[config.mk]
export PLATFORM = sky130hd
export DESIGN_NAME = hlpd_host
export DESIGN_NICKNAME = d
export VERILOG_FILES = /design/src/core/hlpd_pkg.sv /design/src/core/hlpd_timer.sv /design/src/core/hlpd_host.sv
export SDC_FILE = /design/constraint.sdc
export NUM_CORES = 1
export LEC_CHECK = 0
export ABC_AREA = 1
export BUFFER_PORTS_ARGS = -buffer_cell sky130_fd_sc_hd__buf_4
export CORE_MARGIN = 10
export CORE_UTILIZATION = 50
export CTS_BUF_LIST = sky130_fd_sc_hd__clkbuf_4 sky130_fd_sc_hd__clkbuf_8 sky130_fd_sc_hd__clkbuf_16
export CTS_CLUSTER_SIZE = 14
export DETAILED_ROUTE_END_ITERATION = 10
export PLACE_DENSITY = 0.66
export SYNTH_ARGS = -nofsm -noshare
export SYNTH_HDL_FRONTEND = slang
export SYNTH_SLANG_ARGS = --single-unit
[constraint.sdc]
create_clock -name mclk_in -period 2.12 [get_ports mclk_in]
set_clock_uncertainty 0.1 [all_clocks]
set_input_delay 0.424 -clock mclk_in [delete_from_list [all_inputs] [get_ports mclk_in]]
set_output_delay 0.424 -clock mclk_in [all_outputs]
set_load 0.02 [all_outputs]
[src/core/hlpd_pkg.sv]
// constants, mode enumeration and pin carrier for the line powerdown host
// assumes a single 50 MHz clock and no software-visible registers
`default_nettype none
package hlpd_pkg;
  localparam int unsigned CLK_HZ = 50_000_000;
  localparam int unsigned NUM_DRV = 3;
  localparam logic [2:0] USED_DRV_MASK = 3'h7;
  // driver resume time after leaving powerdown, microseconds
  localparam int unsigned WAKE_US = 100;
  localparam int unsigned WAKE_CYC = (WAKE_US * (CLK_HZ / 1_000_000) < 1) ? 1 :
    WAKE_US * (CLK_HZ / 1_000_000);
  // force-active pulse on shutdown release, nanoseconds
  localparam int unsigned FPULSE_NS = 1000;
  localparam int unsigned FPULSE_CYC = (FPULSE_NS / (1_000_000_000 / CLK_HZ) < 1) ? 1 :
    FPULSE_NS / (1_000_000_000 / CLK_HZ);
  localparam int unsigned TMR_W = 16;
  localparam logic [TMR_W-1:0] FPULSE_LOAD = TMR_W'(FPULSE_CYC);

  typedef enum logic [2:0] {
    HLPD_ALWAYS,
    HLPD_AUTO,
    HLPD_SOFT,
    HLPD_TIED,
    HLPD_VALID
  } hlpd_mode_t;

  typedef struct packed {
    logic shutdown_ctl_n;
    logic force_active;
  } hlpd_ctl_t;

  localparam hlpd_ctl_t CTL_RESET = '{shutdown_ctl_n: 1'b0, force_active: 1'b0};
endpackage
`default_nettype wire

[src/core/hlpd_timer.sv]
// one-shot down counter with busy level and done pulse
// assumes start is a single-cycle pulse; a new start reloads
`default_nettype none
module hlpd_timer #(
  parameter int unsigned W = 16
) (
  input wire logic mclk_in,
  input wire logic rst_n_in,
  input wire logic start_in,
  input wire logic [W-1:0] load_in,
  output logic busy_out,
  output logic done_out
);
  logic [W-1:0] count_reg;

  always_ff @(posedge mclk_in or negedge rst_n_in) begin
    if (!rst_n_in) begin
      count_reg <= '0;
    end else if (start_in) begin
      count_reg <= load_in;
    end else if (count_reg != '0) begin
      count_reg <= count_reg - W'(1);
    end
  end

  always_ff @(posedge mclk_in or negedge rst_n_in) begin
    if (!rst_n_in) begin
      busy_out <= 1'b0;
    end else begin
      busy_out <= start_in || (count_reg > W'(1));
    end
  end

  always_ff @(posedge mclk_in or negedge rst_n_in) begin
    if (!rst_n_in) begin
      done_out <= 1'b0;
    end else begin
      done_out <= !start_in && (count_reg == W'(1));
    end
  end
endmodule
`default_nettype wire

[src/core/hlpd_host.sv]
// host power manager driving the transceiver's two control pins and driver inputs
// assumes all inputs synchronous to mclk_in; transceiver pins are plain logic levels
`default_nettype none
module hlpd_host
  import hlpd_pkg::*;
#(
  parameter int unsigned WAKE_CYCLES = WAKE_CYC
) (
  input wire logic mclk_in,
  input wire logic rst_n_in,
  input wire hlpd_mode_t mode_in,
  input wire logic master_on_in,
  input wire logic line_valid_in,
  input wire logic [NUM_DRV-1:0] tx_data_in,
  output logic shutdown_ctl_n_out,
  output logic force_active_out,
  output logic [NUM_DRV-1:0] drv_data_out,
  output logic drv_ready_out
);
  hlpd_mode_t mode_reg;
  hlpd_ctl_t ctl_reg;
  hlpd_ctl_t ctl_next;
  logic master_q_reg;
  logic master_rise;
  logic pulse_busy;
  logic wake_start;
  logic wake_done;
  logic ready_reg;
  logic [NUM_DRV-1:0] drv_reg;

  localparam logic [TMR_W-1:0] WAKE_LOAD = TMR_W'(WAKE_CYCLES);

  assign master_rise = master_on_in && !master_q_reg;

  always_ff @(posedge mclk_in or negedge rst_n_in) begin
    if (!rst_n_in) begin
      mode_reg <= HLPD_ALWAYS;
      master_q_reg <= 1'b0;
    end else begin
      mode_reg <= mode_in;
      master_q_reg <= master_on_in;
    end
  end

  // force-active pulse on master release in auto mode
  hlpd_timer #(.W(TMR_W)) u_pulse (
    .mclk_in(mclk_in),
    .rst_n_in(rst_n_in),
    .start_in(master_rise && (mode_reg == HLPD_AUTO)),
    .load_in(FPULSE_LOAD),
    .busy_out(pulse_busy),
    .done_out()
  );

  // control pin selection per mode
  always_comb begin
    ctl_next = CTL_RESET;
    case (mode_reg)
      HLPD_ALWAYS: begin
        ctl_next = '{shutdown_ctl_n: 1'b1, force_active: 1'b1};
      end
      HLPD_AUTO: begin
        ctl_next = '{shutdown_ctl_n: master_on_in, force_active: pulse_busy};
      end
      HLPD_SOFT: begin
        ctl_next = '{shutdown_ctl_n: master_on_in, force_active: 1'b1};
      end
      HLPD_TIED: begin
        ctl_next = '{shutdown_ctl_n: master_on_in, force_active: master_on_in};
      end
      HLPD_VALID: begin
        ctl_next = '{shutdown_ctl_n: line_valid_in, force_active: line_valid_in};
      end
      default: begin
        ctl_next = CTL_RESET;
      end
    endcase
  end

  always_ff @(posedge mclk_in or negedge rst_n_in) begin
    if (!rst_n_in) begin
      ctl_reg <= CTL_RESET;
    end else begin
      ctl_reg <= ctl_next;
    end
  end

  // wait for driver resume after shutdown release
  assign wake_start = ctl_next.shutdown_ctl_n && !ctl_reg.shutdown_ctl_n;

  hlpd_timer #(.W(TMR_W)) u_wake (
    .mclk_in(mclk_in),
    .rst_n_in(rst_n_in),
    .start_in(wake_start),
    .load_in(WAKE_LOAD),
    .busy_out(),
    .done_out(wake_done)
  );

  always_ff @(posedge mclk_in or negedge rst_n_in) begin
    if (!rst_n_in) begin
      ready_reg <= 1'b0;
    end else if (!ctl_next.shutdown_ctl_n || wake_start) begin
      ready_reg <= 1'b0;
    end else if (wake_done) begin
      ready_reg <= 1'b1;
    end
  end

  // driver inputs, unused ones grounded
  always_ff @(posedge mclk_in or negedge rst_n_in) begin
    if (!rst_n_in) begin
      drv_reg <= '0;
    end else begin
      drv_reg <= tx_data_in & USED_DRV_MASK;
    end
  end

  assign shutdown_ctl_n_out = ctl_reg.shutdown_ctl_n;
  assign force_active_out = ctl_reg.force_active;
  assign drv_data_out = drv_reg;
  assign drv_ready_out = ready_reg;

  property p_tied_pins;
    @(posedge mclk_in) disable iff (!rst_n_in)
      (mode_reg == HLPD_TIED) |=> (ctl_reg.shutdown_ctl_n == ctl_reg.force_active);
  endproperty
  a_tied_pins: assert property (p_tied_pins) else $error("tied pins differ");

  property p_soft_force;
    @(posedge mclk_in) disable iff (!rst_n_in)
      (mode_reg == HLPD_SOFT) |=> ctl_reg.force_active
        && (ctl_reg.shutdown_ctl_n == $past(master_on_in));
  endproperty
  a_soft_force: assert property (p_soft_force) else $error("soft mode pins wrong");

  property p_valid_follow;
    @(posedge mclk_in) disable iff (!rst_n_in)
      (mode_reg == HLPD_VALID) |=> (ctl_reg.shutdown_ctl_n == $past(line_valid_in))
        && (ctl_reg.force_active == $past(line_valid_in));
  endproperty
  a_valid_follow: assert property (p_valid_follow)
    else $error("pins not following validity");

  property p_release_pulse;
    @(posedge mclk_in) disable iff (!rst_n_in)
      (mode_reg == HLPD_AUTO && master_rise) ##1 (mode_reg == HLPD_AUTO)
        |=> ctl_reg.force_active;
  endproperty
  a_release_pulse: assert property (p_release_pulse) else $error("no force pulse");

  property p_pulse_ends;
    @(posedge mclk_in) disable iff (!rst_n_in)
      (mode_reg == HLPD_AUTO && $fell(pulse_busy)) |=> !ctl_reg.force_active;
  endproperty
  a_pulse_ends: assert property (p_pulse_ends) else $error("force pulse stuck high");

  property p_unused_low;
    @(posedge mclk_in) disable iff (!rst_n_in)
      drv_data_out == ($past(tx_data_in) & USED_DRV_MASK);
  endproperty
  a_unused_low: assert property (p_unused_low)
    else $error("driver input not masked copy");

  property p_ready_drop;
    @(posedge mclk_in) disable iff (!rst_n_in)
      !ctl_reg.shutdown_ctl_n |-> !drv_ready_out;
  endproperty
  a_ready_drop: assert property (p_ready_drop) else $error("ready during shutdown");

  property p_always_pins;
    @(posedge mclk_in) disable iff (!rst_n_in)
      (mode_reg == HLPD_ALWAYS) |=> ctl_reg.shutdown_ctl_n && ctl_reg.force_active;
  endproperty
  a_always_pins: assert property (p_always_pins) else $error("always mode pins low");

  property p_auto_master;
    @(posedge mclk_in) disable iff (!rst_n_in)
      (mode_reg == HLPD_AUTO) |=> (ctl_reg.shutdown_ctl_n == $past(master_on_in));
  endproperty
  a_auto_master: assert property (p_auto_master) else $error("auto pin wrong");

  property p_ready_wait;
    @(posedge mclk_in) disable iff (!rst_n_in)
      $rose(ctl_reg.shutdown_ctl_n) |-> !drv_ready_out ##1 !drv_ready_out;
  endproperty
  a_ready_wait: assert property (p_ready_wait) else $error("ready too early");

  property p_ready_rise;
    @(posedge mclk_in) disable iff (!rst_n_in)
      $rose(drv_ready_out) |-> $past(wake_done) && ctl_reg.shutdown_ctl_n;
  endproperty
  a_ready_rise: assert property (p_ready_rise) else $error("ready without wake wait");

  c_auto_pulse: cover property (@(posedge mclk_in) disable iff (!rst_n_in)
    mode_reg == HLPD_AUTO && master_rise);
  c_ready: cover property (@(posedge mclk_in) disable iff (!rst_n_in) $rose(drv_ready_out));
  c_valid_off: cover property (@(posedge mclk_in) disable iff (!rst_n_in)
    mode_reg == HLPD_VALID && $fell(shutdown_ctl_n_out));
  c_tied_on: cover property (@(posedge mclk_in) disable iff (!rst_n_in)
    mode_reg == HLPD_TIED && $rose(shutdown_ctl_n_out));
endmodule
`default_nettype wire

* Word-level counts from Yosys, hierarchy flattened
Cells that the tools add are included.
** Word-level totals
- Register bits :: 44
- Bits in latches :: 0
- RAM bits :: 0
- Memory bits (read-only) :: 0
- Input port bits :: 10
- Output and inout port bits :: 6
- Logic and storage cells :: 41
- Memories kept :: 0
** Operators by class
- Add/subtract/negate cells :: 2
- $mul :: 0
- Div/mod/pow operators :: 0
- Order comparisons :: 1
- Eq/ne operators :: 5
- Shift-type cells :: 0
- Mux-type cells :: 7
- Bitwise gates (word level) :: 0
- Reductions and logical operators :: 16
** Operator list (number)
- $mux W16 :: 4
- $reduce_bool A16 Y1 :: 2
- $sub A16 B1 Y16 const B :: 2
- $eq A16 B1 Y1 const B :: 1
- $gt A16 B1 Y1 const B :: 1
- $pmux W2 S5 :: 1
- $eq A3 B2 Y1 const B :: 2
- $reduce_bool A2 Y1 :: 3
- $logic_and A1 B1 Y1 :: 4
- $logic_not A1 Y1 :: 4
- $eq A3 B1 Y1 const B :: 1
- $eq A3 B3 Y1 const B :: 1
- $logic_not A3 Y1 :: 1
- $logic_or A1 B1 Y1 :: 2
- $mux W1 :: 2

* Logic depth before layout (Yosys ltp)
- Word-level depth :: 5
- Depth in mapped cells :: 10
- Depth with buffers taken out :: 9

* By module
A second synthesis with hierarchy kept.
** Second synthesis, totals
- Cell total of the unflattened synthesis :: 407
- Area total of the unflattened synthesis :: 2876.5 um^2
** Modules (own cells, without submodules)
- hlpd_timer :: instances 2, cells an instance 188, area each 1262.5 um^2, seq. area each 450.4 um^2
- hlpd_host :: instances 1, cells an instance 31, area each 351.6 um^2, seq. area each 250.2 um^2

* Worst setup path after synthesis
OpenSTA, ideal clock, no wires.
- Kind :: register to register
- Start :: reg u_wake.count_reg[0]
- End :: reg u_wake.count_reg[0]
- Library setup time :: 0.132 ns
- Arrival time :: 1.352 ns
- Data required time :: 1.888 ns
- Path slack :: 0.536 ns
- Cell stages (with the launch flop) :: 9
- Path buffers :: 1
- Period minus slack after synthesis :: 1.584 ns
- Path through :: dfrtp_1 > inv_1 > ha_1 > nand2_4 > nor2_4 > nand2_4 > buf_6 > xor2_2 > nor2_2
** On the way
- Longest elaborated chain between the ends :: 3
- Elaborated cells between the ends (all ways) :: 5
- Those cells by class :: add/sub (1); mux (2); reduce/logical (2)
** Ends and longest elaborated chain
- start: declaration :: line hlpd_timer.sv:14 : logic [W-1:0] count_reg;
- start signal: assignment :: line hlpd_timer.sv:20 : count_reg <= load_in;
- start signal: assignment :: line hlpd_timer.sv:22 : count_reg <= count_reg - W'(1);
- $sub A16 B1 Y16 :: line hlpd_timer.sv:22
- $mux W16 :: line hlpd_timer.sv:21 : end else if (count_reg != '0) begin
- $mux W16 :: line hlpd_timer.sv:19 : end else if (start_in) begin
Parallel ways exist; a longest one is shown, timed or not. The select of a mux whose other input is x is not followed.
A chain may end at the register's enable or synchronous reset.

* Worst setup path after layout
- Start :: reg u_pulse.count_reg[0]
- End :: reg u_pulse.count_reg[15]
** On the way
- Longest elaborated chain between the ends :: 3
- Elaborated cells between the ends (all ways) :: 5
- Those cells by class :: add/sub (1); mux (2); reduce/logical (2)
** Ends and longest elaborated chain (line)
- start: declaration :: hlpd_timer.sv:14
- start signal: assignment :: hlpd_timer.sv:20
- start signal: assignment :: hlpd_timer.sv:22
- $sub A16 B1 Y16 :: hlpd_timer.sv:22
- $mux W16 :: hlpd_timer.sv:21
- $mux W16 :: hlpd_timer.sv:19
Parallel ways exist; a longest one is shown, timed or not. The select of a mux whose other input is x is not followed.

==> run_results.csv <==
group,metric,value,unit
clock_network,ctsHoldBuffers,0,
yosys,syn_inst,320,
sta,setup_ws,379,ps
yosys,avgSynthCellArea,7.63,um^2
drt,drcViolationCount,0,
yosys,async_reset_ff_share,100,%
power_and_ir_drop,ir_drop,0.000527,V
clock_network,post-cts-setup-buffers,0,
sta,drv_slew,0,
grt,grt_util_all_layers,12.5,%
die,core,4720,um^2
die,ioPinCount,16,
grt,antenna_found_initial,0,
sta,hold_viol,0,
drt,drtIter0Drc,86,
power_and_ir_drop,power_density,1060,nW/um^2
clock_network,numCtsBuffers,5,
clock_network,path_clk_slew,90,ps
worst_setup_path,crit_buf_inv,1,
die,die_area,8080,um^2
clock_network,cts.path.max_buffers,2,
worst_setup_path,cp.required,2210,ps
worst_setup_path,path_cells,"inv_1 -> ha_1 -> nand2_2 -> nor2_4 -> nand2_4 -> nor2_4 -> nor2_1",
clock_network,cts.sinks,44,
yosys,ys_seq_area_share,45.1,%
sta,setup_viol,0,
hold_path,min_path_type,"in2async",
worst_setup_path,critical_path.slowest_cell,"dfrtp_1",
yosys,ys.flop_type,"dfrtp_1",
clock_network,clkLatencyLatePin,300,ps
layout,area.growth.synth_to_final,12.3,%
worst_setup_path,crit_fanout,8,
worst_setup_path,crit_top_cell,"nor2_4",
worst_setup_path,setup.worst_path.class,"reg2reg",
power_and_ir_drop,fin_total_pwr,0.00291,W
place,gp_congestion,0.844,
worst_setup_path,arrival,1830,ps
yosys,synth_edf_count,0,
clock_network,clockRootBuffer,"clkbuf_8",
clock_network,cts_resized,0,
drt,vias,1949,
layout,drive_gt1_share,13.2,%
grt,grt_max_degree,45,
grt,grt_overflow_total,0,
yosys,syn_nets,334,
sta,relSlewSlack,62.5,%
power_and_ir_drop,p_leak,1.47,nW
drt,viasPerCell,4.77,
sta,post-route-min-period,1740,ps
place,portBuffers,15,
run,maxCapViolations,0,
clock_network,cts_tree,"yes",
sta,tightest_slew,562,ps
yosys,ys_seq_elements,44,
sta,fmaxAchievable,574,MHz
worst_setup_path,crit_path_start_kind,"register",
worst_setup_path,r2r_cells,7,
place,dp.cells,401,
place,dp.final_hpwl,3520,um
yosys,syn_area,2440,um^2
yosys,synth.distinct_cells,25,
drt,wirelength,4770,um
layout,antenna-diode-count,0,
layout,final_cells,409,
drt,routedWlPerCell,11.7,um
yosys,synth_warnings,0,
worst_setup_path,path_depth,7,
worst_setup_path,critical-path-top-delay-family,"simple AND/OR/NAND/NOR gates",
place,place_ws,381,ps
run_status,status,"completed",
worst_setup_path,cpPeakStageDelay,430,ps
clock_network,h-tree-depth,2,
die,fp.dieH,89.9,um
drt,ant_nets,0,
worst_setup_path,end_kind,"register",
die,start_util,51.7,%
sta,min_period_over_period,82.1,%
sta,rsz0062_at_grt,"no",
die,rows,25,
die,die_w,89.9,um
grt,grt_pass1_wl,8680,um
grt,grt_pass1_vias,1957,
layout,final_net_count,355,
sta,final.setup.tns,0,ps
drt,dr.pass1.iters,4,
==> cell families (layout without fill, tap and decap cells) <==
group	count (synthesis)	after routing	share of synthesized area, %
AO/OA/AOI/OAI	20	20	4.77
XOR/XNOR	7	7	2.82
adder cells (fa/ha/maj)	4	4	2.05
buffers and inverters	52	74	8.66
flip-flops	44	44	45.1
AND/OR/NAND/NOR	193	193	36.6
==> worst reg2reg max path: cells and delay by family (launching register included) <==
family,cells,cell delay (ps)
fa+ha+maj,1,270
buf+inv,1,110
flops,1,430
simple gates,5,730
==> Yosys cell counts (2+ instances only) <==
cell	n	share of area, %
nand2_1	73	11
xor2_1	5	1.8
nand3b_1	6	1.8
nand3_1	30	6.2
nor2_2	5	1.3
buf_6	2	0.92
nand4_1	5	1.3
ha_1	4	2.1
dfrtp_1	44	45
nor3_1	3	0.61
inv_1	49	7.5
o21ai_0	5	1.0
a21oi_1	7	1.4
nor2_1	57	8.8
nor2_4	6	2.8
nand2_4	3	1.4
a21o_1	3	0.92
o211ai_1	3	0.92
nand2_2	4	1.0
==> cell type report <==
cell class                      count  area (um^2)
Fill cell                         461         1980
Multi-Input combinational cell    224         1130
Sequential cell                    44         1100
Inverter                           49          184
Timing Repair Buffer               17          128
Tap cell                           67         83.8
Clock buffer                        5         68.8
Clock inverter                      3         46.3
==> stage by stage <==
step	instance area, um^2	utilization, %	hold slack (ps)
after floorplan	2440	-	28.4
after global placement	2630	55.6	358
after detailed placement	2630	55.6	353
after CTS	2740	58.0	26.6
after global routing	2740	58.0	30.1
final	2740	58.0	7.01
==> path summary, 6_finish.rpt <==
path	startpoint	slack [ps]	to
worst max-delay path	u_pulse.count_reg[0]	380	u_pulse.count_reg[15]
worst min-delay path	rst_n_in	7	force_active_out
worst max register to register	u_pulse.count_reg[0]	380	u_pulse.count_reg[15]
worst min register to register	u_pulse.busy_out	380	force_active_out
max in group asynchronous	rst_n_in	1530	drv_data_out[1]
min in group mclk_in	mode_in[0]	120	mode_reg[0]
==> layer usage <==
| metal | track usage [%] | vias up | share of wire, % |
|---|---|---|---|
| li1 | - | 1041 | - |
| met1 | 15.0 | 882 | 47 |
| met2 | 21.4 | 20 | 48 |
| met3 | 2.99 | 6 | 2.9 |
| met4 | 3.98 | 0 | 1.3 |
| met5 | 0 | - | 0 |
==> cells in the final DEF (no fill, tap or decap), drive strengths merged, types with 3 or more instances in the layout <==
master,n
a21o,3
clkbuf,5
nand4,5
nand2,80
a21oi,7
o211ai,3
nand3b,6
ha,4
dfrtp,44
nor3,3
buf,17
nand3,30
xor2,6
nor2,68
inv,50
o21ai,6
==> report_power, final <==
group	leakage (nW)	total (W)	switching, W	internal, W
sequential	0.540	0.00122	0.000188	0.00103
combinational	0.879	0.00103	0.000652	0.000376
clock	0.0548	0.000661	0.000306	0.000355
(Power assumes the default switching activity.)
